[src/core/mbc_defines.vh]
`ifndef MBC_DEFINES_VH
`define MBC_DEFINES_VH

// bus widths: 19-bit address reaches 512K bytes, 8-bit data
`define MBC_ADDR_W 19
`define MBC_DATA_W 8

// cycle kinds requested by the core
`define MBC_KIND_FETCH 2'h0
`define MBC_KIND_READ 2'h1
`define MBC_KIND_WRITE 2'h2

// phase counter: two oscillator periods per state, three states per cycle
`define MBC_PH_W 3
`define MBC_PH_LAST 3'h5
`define MBC_PH_STEP 3'h1
`define MBC_PH_S1A 3'h0
`define MBC_PH_S1B 3'h1
`define MBC_PH_S2A 3'h2
`define MBC_PH_S2B 3'h3
`define MBC_PH_S3A 3'h4
`define MBC_PH_S3B 3'h5

// values the bus registers take in reset
`define MBC_ADDR_RST 19'h00000
`define MBC_DATA_RST 8'h00

// oscillator nominal rate in kHz, kept for reference only; the bench does not use it
`define MBC_OSC_KHZ 12200

`endif

[src/core/mbc_bus_cycle.v]
`include "mbc_defines.vh"

// Summary of operation
// - each bus state lasts two oscillator periods, here two mclk edges.
// - fetch, read and write each take three states, first to third.
// - a fetch puts the program counter on the address lines in the first half of the first state.
// - a fetch drives storage select and read strobe low from the second half of the first state.
// - a fetch captures the opcode at the edge that ends the second state.
// - a fetch holds the opcode flag low from the first half of the first state into the third.
// - data reads and writes leave the opcode flag high.
// - a data read samples the data lines at the edge that ends the third state.
// - a write drives storage select low from the second half of the first state, store strobe from the second state.
// - a write drives the byte onto the data lines from the second half of the first state.
// - a write releases storage select and store strobe in the second half of the third state.
// - the written byte stays driven until just before the next first state.
// - the address is 19 bits wide and data moves over an 8-bit two-way bus.
module mbc_bus_cycle
(
   // clock and reset
   input wire mclk,
   input wire rst_n,
   // core request side
   input wire reqValid,
   input wire [1:0] reqKind,
   input wire [`MBC_ADDR_W-1:0] reqAddr,
   input wire [`MBC_DATA_W-1:0] reqWrData,
   output wire reqReady,
   output reg rspValid,
   output reg [`MBC_DATA_W-1:0] rspData,
   // memory bus
   output reg [`MBC_ADDR_W-1:0] addrLines,
   input wire [`MBC_DATA_W-1:0] dataLinesIn,
   output reg [`MBC_DATA_W-1:0] dataLinesOut,
   output reg dataLinesOe_n,
   output reg storageSelect_n,
   output reg readStrobe_n,
   output reg storeStrobe_n,
   output reg opcodeCycleFlag_n
);

   // idle waits for a request; run steps through the six phases of one cycle
   localparam ST_IDLE = 1'b0;
   localparam ST_RUN = 1'b1;

   reg state_reg;
   reg state_next;
   reg [`MBC_PH_W-1:0] phase_reg;
   reg [`MBC_PH_W-1:0] phase_next;
   reg [1:0] kind_reg;
   reg [`MBC_DATA_W-1:0] wrData_reg;
   reg startCycle;
   reg endCycle;

   // phase decode shared by strobes and capture; idle never matches a phase
   function atPhase;
      input runState;
      input [`MBC_PH_W-1:0] phase;
      input [`MBC_PH_W-1:0] wanted;
      begin
         atPhase = runState && (phase == wanted);
      end
   endfunction

   // a write drives the data lines and the store strobe in place of the read strobe
   function isWrite;
      input [1:0] kind;
      begin
         isWrite = (kind == `MBC_KIND_WRITE);
      end
   endfunction

   // a new cycle may start only when idle or at the last phase, keeping back to back cycles
   assign reqReady = (state_reg == ST_IDLE) || (phase_reg == `MBC_PH_LAST);

   // sequencer: six mclk phases make the three states
   always @*
   begin
      state_next = state_reg;
      phase_next = phase_reg;
      startCycle = 1'b0;
      endCycle = 1'b0;
      case (state_reg)
         ST_IDLE:
         begin
            // a request seen in idle starts its cycle on this very edge
            if (reqValid)
            begin
               startCycle = 1'b1;
               state_next = ST_RUN;
               phase_next = `MBC_PH_S1A;
            end
         end
         ST_RUN:
         begin
            // the last phase hands straight over to a waiting request, no idle gap
            if (phase_reg == `MBC_PH_LAST)
            begin
               endCycle = 1'b1;
               phase_next = `MBC_PH_S1A;
               if (reqValid)
                  startCycle = 1'b1;
               else
                  state_next = ST_IDLE;
            end
            else
               phase_next = phase_reg + `MBC_PH_STEP;
         end
         default:
         begin
            // unreachable with two states; parks in idle
            state_next = ST_IDLE;
            phase_next = `MBC_PH_S1A;
         end
      endcase
   end

   // no synchroniser on the data lines: the memory answers our own strobes on this clock,
   // and extra flops would push the capture past the edge that ends the state

   // state, address and write byte
   always @(posedge mclk)
   begin
      if (!rst_n)
      begin
         state_reg <= ST_IDLE;
         phase_reg <= `MBC_PH_S1A;
         kind_reg <= `MBC_KIND_FETCH;
         wrData_reg <= `MBC_DATA_RST;
         addrLines <= `MBC_ADDR_RST;
      end
      else
      begin
         state_reg <= state_next;
         phase_reg <= phase_next;
         // latched only at the start, so address and byte stand for the whole cycle
         if (startCycle)
         begin
            kind_reg <= reqKind;
            addrLines <= reqAddr;
            wrData_reg <= reqWrData;
         end
      end
   end

   // bus strobes; all outputs are registered so they move at state half boundaries
   always @(posedge mclk)
   begin
      if (!rst_n)
      begin
         storageSelect_n <= 1'b1;
         readStrobe_n <= 1'b1;
         storeStrobe_n <= 1'b1;
         opcodeCycleFlag_n <= 1'b1;
         dataLinesOe_n <= 1'b1;
         dataLinesOut <= `MBC_DATA_RST;
      end
      else
      begin
         // opcode flag low through the first half of the third state, then back high
         if (startCycle)
            opcodeCycleFlag_n <= (reqKind != `MBC_KIND_FETCH);
         else if (atPhase(state_reg == ST_RUN, phase_reg, `MBC_PH_S3A))
            opcodeCycleFlag_n <= 1'b1;
         else if (endCycle)
            opcodeCycleFlag_n <= 1'b1;
         // second half of the first state: select, then read strobe or write data
         if (atPhase(state_reg == ST_RUN, phase_reg, `MBC_PH_S1A))
         begin
            storageSelect_n <= 1'b0;
            readStrobe_n <= isWrite(kind_reg);
            if (isWrite(kind_reg))
            begin
               dataLinesOut <= wrData_reg;
               dataLinesOe_n <= 1'b0;
            end
         end
         // store strobe waits for the second state so the byte settles first
         else if (atPhase(state_reg == ST_RUN, phase_reg, `MBC_PH_S1B))
            storeStrobe_n <= !isWrite(kind_reg);
         else if (atPhase(state_reg == ST_RUN, phase_reg, `MBC_PH_S3A))
         begin
            // release in the second half of the third state
            storageSelect_n <= 1'b1;
            readStrobe_n <= 1'b1;
            storeStrobe_n <= 1'b1;
         end
         // write byte stays until just before the next first state; a following write
         // drives it again one phase later, so the lines float only for that phase
         if (endCycle)
            dataLinesOe_n <= 1'b1;
      end
   end

   // read capture straight from the data lines: a fetch at the end of the second state,
   // a data read at the end of the third, which gives slower memories a whole state more
   always @(posedge mclk)
   begin
      if (!rst_n)
      begin
         rspValid <= 1'b0;
         rspData <= `MBC_DATA_RST;
      end
      else
      begin
         // one-cycle pulse; the byte itself stands until the next capture
         rspValid <= 1'b0;
         if (atPhase(state_reg == ST_RUN, phase_reg, `MBC_PH_S2B) &&
            kind_reg == `MBC_KIND_FETCH)
         begin
            rspData <= dataLinesIn;
            rspValid <= 1'b1;
         end
         else if (endCycle && kind_reg == `MBC_KIND_READ)
         begin
            rspData <= dataLinesIn;
            rspValid <= 1'b1;
         end
      end
   end

endmodule // mbc_bus_cycle

[config.mk]
export PLATFORM = sky130hd
export DESIGN_NAME = mbc_bus_cycle
export DESIGN_NICKNAME = d
export VERILOG_FILES = /design/src/core/mbc_bus_cycle.v
export VERILOG_INCLUDE_DIRS = /design/src /design/src/core
export SDC_FILE = /design/constraint.sdc
export NUM_CORES = 1
export LEC_CHECK = 0
export BUFFER_PORTS_ARGS = -buffer_cell sky130_fd_sc_hd__buf_2
export CORE_MARGIN = 3
export CORE_UTILIZATION = 49
export DETAILED_ROUTE_END_ITERATION = 7
export PLACE_DENSITY = 0.85
export RECOVER_POWER = 50
export SKIP_CTS_REPAIR_TIMING = 1
export SYNTH_ARGS = -nofsm -noshare
export SYNTH_HDL_FRONTEND = slang
export SYNTH_SLANG_ARGS = --single-unit
[constraint.sdc]
create_clock -name mclk -period 1.9 [get_ports mclk]
set_input_delay 0.285 -clock mclk [delete_from_list [all_inputs] [get_ports mclk]]
set_output_delay 0.285 -clock mclk [all_outputs]
set_load 0.02 [all_outputs]
**Word level (Yosys, flattened, before mapping)**

Cells that the tools add are included.

- Add/subtract/negate cells: 1
- Equal/unequal tests: 8
- Mux-type cells: 22
- Bitwise logic cells: 3
- Reduce and logical (&&, ||, !) cells: 19

Operators by type and width:

| kind | count |
|---|---|
| two-way mux 8 bit | 2 |
| two-way mux 1 bit | 15 |
| nonzero test 2 bit | 4 |
| == test 3 bit (second input constant) | 2 |
| logical AND 1 bit | 6 |
| two-way mux 3 bit | 2 |
| case mux 3 bit (2 select lines) | 1 |
| AND reduction 2 bit | 3 |
| inequality test 2 bit (second input constant) | 2 |
| case mux 1 bit (2 select lines) | 2 |
| adder 3 x 1 -> 3 bit (second input constant) | 1 |
| == test 3 x 1 -> 1 bit (second input constant) | 1 |
| == test 3 x 2 -> 1 bit (second input constant) | 1 |
| zero test 3 bit | 1 |
| inverter 1 bit | 3 |
| nonzero test 3 bit | 1 |
| == test 2 x 1 -> 1 bit (second input constant) | 1 |
| == test 2 bit (second input constant) | 1 |
| zero test 2 bit | 1 |
| OR reduction 2 bit | 1 |
| zero test 1 bit | 1 |
| logical OR 1 bit | 1 |

- Register bits after elaboration: 55
- Output and inout port bits: 42
- Word-level logic and storage cells: 66

**Depth between registers and ports, before layout**

- Depth in word-level cells: 6
- Gate-level depth with buffers: 7
- Depth with buffers taken out: 5

**Worst setup path after synthesis**

Ideal clock, no wire load.

- Path kind: register -> register
- From: reg phase_reg[0]
- To: reg rspData[0]
- Data arrival time: 1,617 ps
- Path slack: 212 ps
- Stages on the path, launching flop included: 8
- Clock period less this slack: 1,688 ps
- Cells stage by stage: dfxtp_1 -> buf_1 -> and2_1 -> ha_1 -> a21oi_1 -> a211oi_1 -> buf_2 -> mux2i_1

- Word-level cells in the longest chain between the ends: 5
- Elaborated cells on any way between the ends: 9
- Classes of those cells: 2 x eq/ne; 3 x mux; 4 x reduce/logical

RTL lines:

| item | RTL line | text |
|---|---|---|
| start, declared | mbc_bus_cycle.v:47 | `` reg [`MBC_PH_W-1:0] phase_reg; `` |
| start signal, assigned | mbc_bus_cycle.v:126 | `` phase_reg <= `MBC_PH_S1A; `` |
| start signal, assigned | mbc_bus_cycle.v:134 | `phase_reg <= phase_next;` |
| == test 3 bit (no source line) | - |  |
| two-way mux 1 bit | mbc_bus_cycle.v:96 | `` if (phase_reg == `MBC_PH_LAST) `` |
| two-way mux 1 bit | mbc_bus_cycle.v:82 | `case (state_reg)` |
| logical AND 1 bit (no source line) | - |  |
| nonzero test 2 bit (no source line) | - |  |
| end signal, assigned | mbc_bus_cycle.v:201 | `` rspData <= `MBC_DATA_RST; `` |
| end signal, assigned | mbc_bus_cycle.v:210 | `rspData <= dataLinesIn;` |
| end signal, assigned | mbc_bus_cycle.v:215 | `rspData <= dataLinesIn;` |
| end, declared | mbc_bus_cycle.v:29 | `` output reg [`MBC_DATA_W-1:0] rspData, `` |

Parallel ways exist; a longest one is shown, timed or not.
A chain may end at the register's enable or synchronous reset.

**Final worst setup path**

- From: reg state_reg
- To: reg dataLinesOut[1]

- Word-level cells in the longest chain between the ends: 2

RTL lines:

| item | RTL line | text |
|---|---|---|
| start, declared | mbc_bus_cycle.v:45 | `reg state_reg;` |
| start signal, assigned | mbc_bus_cycle.v:133 | `state_reg <= state_next;` |
| logical AND 1 bit | mbc_bus_cycle.v:60 | `atPhase = runState && (phase == wanted);` |
| AND reduction 2 bit (no source line) | - |  |
| end signal, assigned | mbc_bus_cycle.v:155 | `` dataLinesOut <= `MBC_DATA_RST; `` |
| end signal, assigned | mbc_bus_cycle.v:173 | `dataLinesOut <= wrData_reg;` |
| end, declared | mbc_bus_cycle.v:33 | `` output reg [`MBC_DATA_W-1:0] dataLinesOut, `` |

Every way passes these cells.

==> impl_results.html <==
<table>
<tr><th>Metric</th><th>Value</th></tr>
<tr><th colspan="2">Timing</th></tr>
<tr><td>TNS Setup</td><td>0 ps</td></tr>
<tr><td>FMAX</td><td>575 MHz</td></tr>
<tr><td>Relative max-transition margin</td><td>about 60%</td></tr>
<tr><td>Final hold vios</td><td>0</td></tr>
<tr><td>Setup-failing EPs final</td><td>0</td></tr>
<tr><td>Setup ws final</td><td>160 ps</td></tr>
<tr><td>Pin slew with the least headroom to its limit</td><td>572 ps</td></tr>
<tr><td>Fin crit share</td><td>a little over 90%</td></tr>
<tr><td>Time the final worst path needs with I/O delays and setup</td><td>approximately 1700 ps</td></tr>
<tr><td>Clock skew after layout</td><td>12.2 ps</td></tr>
<tr><td>Unrepaired setup endpoints after global routing</td><td>false</td></tr>
<tr><td>Final max-slew violation count</td><td>0</td></tr>
<tr><th colspan="2">Critical path</th></tr>
<tr><td>Largest driver fanout on the critical path</td><td>12</td></tr>
<tr><td>Slowest cell on the critical path</td><td>dfxtp_1</td></tr>
<tr><td>Largest delay share family, worst path</td><td>simple AND/OR/NAND/NOR gates</td></tr>
<tr><td>Worst-path cell chain</td><td>or3b_4 &gt; nor3_4 &gt; mux2i_1</td></tr>
<tr><td>Crit-path max cell delay</td><td>560 ps</td></tr>
<tr><td>Critical Path Start Type</td><td>flop</td></tr>
<tr><td>Data arrival time of the critical path</td><td>approximately 2000 ps</td></tr>
<tr><td>Critical setup path kind</td><td>reg -&gt; reg</td></tr>
<tr><td>Worst Path Required</td><td>~2100 ps</td></tr>
<tr><td>Total buffers and inverters traversed by the critical path</td><td>0</td></tr>
<tr><td>Category of the worst setup path capture point</td><td>flop</td></tr>
<tr><th colspan="2">Floorplanning</th></tr>
<tr><td>Overall die area</td><td>5530 µm²</td></tr>
<tr><td>Placeable core area</td><td>4440 µm²</td></tr>
<tr><td>Initial standard-cell utilization of the core</td><td>51.5%</td></tr>
<tr><td>IO Pins</td><td>~80</td></tr>
<tr><td>Die span in y</td><td>roughly 74 µm</td></tr>
<tr><td>Number of placement rows</td><td>24</td></tr>
<tr><td>Die width</td><td>74.4 µm</td></tr>
<tr><th colspan="2">Detailed routing</th></tr>
<tr><td>Vias per cell</td><td>5.42</td></tr>
<tr><td>Detailed Routing Iterations Pass 1</td><td>4</td></tr>
<tr><td>Number of design rule violations left after detail routing</td><td>0</td></tr>
<tr><td>Violation count after the first detailed-route iteration</td><td>roughly 140</td></tr>
<tr><td>Final ANT Viol Nets</td><td>0</td></tr>
<tr><td>Final Routed Wirelength</td><td>5.20 mm</td></tr>
<tr><td>Detailed-route wire length per cell</td><td>between 10 and 15 µm</td></tr>
<tr><td>Total number of vias</td><td>around 2100</td></tr>
<tr><th colspan="2">Power and ir drop</th></tr>
<tr><td>Switching power</td><td>0.000584 W</td></tr>
<tr><td>Net switching fraction of the power</td><td>25.4%</td></tr>
<tr><td>Internal power</td><td>0.00172 W</td></tr>
<tr><td>VDD IR max</td><td>0.000533 V</td></tr>
<tr><td>Part of the power in the clock network</td><td>34.1%</td></tr>
<tr><td>Logic gate share of total power</td><td>12.1%</td></tr>
<tr><td>Static leakage power</td><td>1.04 nW</td></tr>
<tr><td>Total power per unit cell area</td><td>818 nW/µm²</td></tr>
<tr><td>Seq pwr share</td><td>53.8%</td></tr>
<tr><th colspan="2">Logic synthesis</th></tr>
<tr><td>Yosys warnings</td><td>0</td></tr>
<tr><td>Synthesized area divided by synthesized cell count</td><td>8.85 µm²</td></tr>
<tr><td>Number of distinct library cell variants in the gate-level netlist after synthesis</td><td>30</td></tr>
<tr><td>Combined area of all synthesized cells</td><td>2290 µm²</td></tr>
<tr><td>Sequential area share after synthesis</td><td>48.1%</td></tr>
<tr><td>Post-synth net total</td><td>300</td></tr>
<tr><td>Post-synthesis register bit count</td><td>55</td></tr>
<tr><td>Post-synthesis instance total</td><td>259</td></tr>
<tr><th colspan="2">Global routing</th></tr>
<tr><td>Global routing met1 resource utilization</td><td>22.8%</td></tr>
<tr><td>Final global-route overflow total</td><td>0</td></tr>
<tr><td>Total Routing Usage GR</td><td>19.4%</td></tr>
<tr><td>Wire length of the first global-routing pass</td><td>between 8 and 9 mm</td></tr>
<tr><td>Met3 usage</td><td>3.65%</td></tr>
<tr><td>Initial antenna violation count</td><td>0</td></tr>
<tr><td>Busiest layer in global routing</td><td>met2</td></tr>
<tr><td>Vias in the first global route</td><td>between 1500 and 2000</td></tr>
<tr><td>GR Util met2</td><td>35.0%</td></tr>
<tr><td>Largest net degree at the start of global routing</td><td>49</td></tr>
<tr><th colspan="2">Outcome</th></tr>
<tr><td>Outcome</td><td>finished, final reports clean</td></tr>
<tr><th colspan="2">CTS</th></tr>
<tr><td>Clk sinks</td><td>55</td></tr>
<tr><td>CTS Buf Count</td><td>5</td></tr>
<tr><td>CTS tree</td><td>built</td></tr>
<tr><td>Clk pin slew, worst setup/hold paths</td><td>~110 ps</td></tr>
<tr><td>Maximum clock insertion buffer count</td><td>2</td></tr>
<tr><td>Latest clock arrival within the worst-skew pair</td><td>310 ps</td></tr>
<tr><td>CTS Root Cell</td><td>clkbuf_8</td></tr>
<tr><td>CTS H-Tree Depth</td><td>2</td></tr>
<tr><th colspan="2">Layout</th></tr>
<tr><td>Number of diodes</td><td>0</td></tr>
<tr><td>Area Overhead vs Synth</td><td>22.8%</td></tr>
<tr><td>Number of nets in the final layout</td><td>373</td></tr>
<tr><td>Proportion of layout cells with a drive suffix above 1</td><td>between 15 and 20%</td></tr>
<tr><td>Register with the highest flop count</td><td>addrLines</td></tr>
<tr><td>Number of flip-flops in the largest register</td><td>19</td></tr>
<tr><th colspan="2">Place</th></tr>
<tr><td>Sum of net half-perimeters after detailed placement</td><td>~3.6 mm</td></tr>
<tr><td>Buffers added on ports</td><td>81</td></tr>
<tr><td>Setup slack after placement</td><td>195 ps</td></tr>
<tr><td>Global placer's final weighted congestion</td><td>~0.87</td></tr>
<tr><th colspan="2">Run</th></tr>
<tr><td>Reported max-cap violation count</td><td>0</td></tr>
<tr><th colspan="2">Min path</th></tr>
<tr><td>Worst hold path type</td><td>in -&gt; reg</td></tr>
</table>
cells in the final DEF (no fill, tap or decap), types with 3 or more instances in the layout:
cell / count
dfxtp_1: 55
clkbuf_1: 42
buf_2: 40
nand2_1: 35
o21ai_0: 34
nand3_1: 30
a21boi_0: 28
mux2i_1: 17
buf_4: 7
nor2b_1: 6
clkbuf_8: 5
a21oi_1: 3
stage by stage:
stage	cell area [µm²]	hold slack, ps	cells	util, %	total power (W)
finish	2810	204	385	63.3	0.00230
global route	2810	208	385	63.3	0.00240
CTS	2860	201	385	64.4	0.00233
detailed placement	2750	449	377	61.8	0.00155
global placement	2750	440	377	61.8	0.00154
floorplan	2290	424	259	-	0.00144
tightest hold or removal path: stages:
cell     delay, ps
buf_2           90
nand2_1         50
mux2i_1         50
power by group through the flow:
| stage | registers [W] | logic (W) | clock network [W] |
|---|---|---|---|
| final | 0.00124 | 0.000278 | 0.000785 |
| after global routing | 0.00124 | 0.000311 | 0.000844 |
| after CTS | 0.00124 | 0.000289 | 0.000803 |
| after detailed placement | 0.00126 | 0.000288 | 0 |
| after global placement | 0.00126 | 0.000282 | 0 |
| after floorplan | 0.00130 | 0.000138 | 0 |
path summary, 6_finish.rpt:
| kind | start | end | slack, ps | cells past startpoint |
|---|---|---|---|---|
| max reg2reg | state_reg$_SDFF_PN0_ | dataLinesOut[1]$_SDFFE_PN0P_ | 160 | 3 |
| max | state_reg$_SDFF_PN0_ | dataLinesOut[1]$_SDFFE_PN0P_ | 160 | 3 |
| min | dataLinesIn[2] | rspData[2]$_SDFFE_PN0P_ | 200 | 3 |
| min reg2reg | wrData_reg[0]$_SDFFE_PN0P_ | dataLinesOut[0]$_SDFFE_PN0P_ | 450 | 2 |
metal layers:
metal | vias up | wire (µm)
met2 | 69 | 2590
met3 | 9 | 276
met4 | 0 | 91
li1 | 1045 | -
met5 | - | 0
met1 | 962 | 2240
logic make-up after synthesis:
| kind of cell | after synthesis | share of synthesized area [%] |
|---|---|---|
| flops | 55 | 48.1 |
| fa+ha+maj | 1 | 0.546 |
| buf+inv | 26 | 4.81 |
| mux | 17 | 7.43 |
| compound gates | 73 | 19.9 |
| simple gates | 87 | 19.2 |
cell type report:
class                   instances  area (µm²)
fillers                       397        1630
flip-flops and latches         55        1100
multi-input cells             178        1090
repair buffers                 90         430
clock buffers                   5        68.8
well taps                      52        65.1
clock inverters                 3        47.5
inverters                       2        7.51
synth_stat cells:
cell / count / share of area [%]
nor3b_1: 1 / 0.33
nand4_1: 1 / 0.27
and2_1: 2 / 0.55
nand3_1: 30 / 6.6
or3b_4: 1 / 0.49
nand3b_1: 1 / 0.33
dfxtp_1: 55 / 48
a32oi_1: 2 / 0.76
buf_6: 1 / 0.49
nor2b_1: 7 / 1.9
clkbuf_2: 2 / 0.44
clkbuf_1: 18 / 2.9
a21boi_0: 28 / 9.2
and4b_1: 1 / 0.44
a211oi_1: 3 / 0.98
nand2b_1: 2 / 0.55
nor3_4: 1 / 0.71
and3_1: 1 / 0.27
inv_1: 2 / 0.33
a21boi_1: 2 / 0.66
o21ai_0: 34 / 7.4
buf_1: 1 / 0.16
mux2i_1: 17 / 7.4
nand2_1: 35 / 5.7
o22ai_1: 1 / 0.27
buf_2: 2 / 0.44
a21oi_1: 3 / 0.66
nor2_1: 2 / 0.33
ha_1: 1 / 0.55
nand4b_1: 2 / 0.76
No activity file was read; power rests on OpenSTA's default activity.
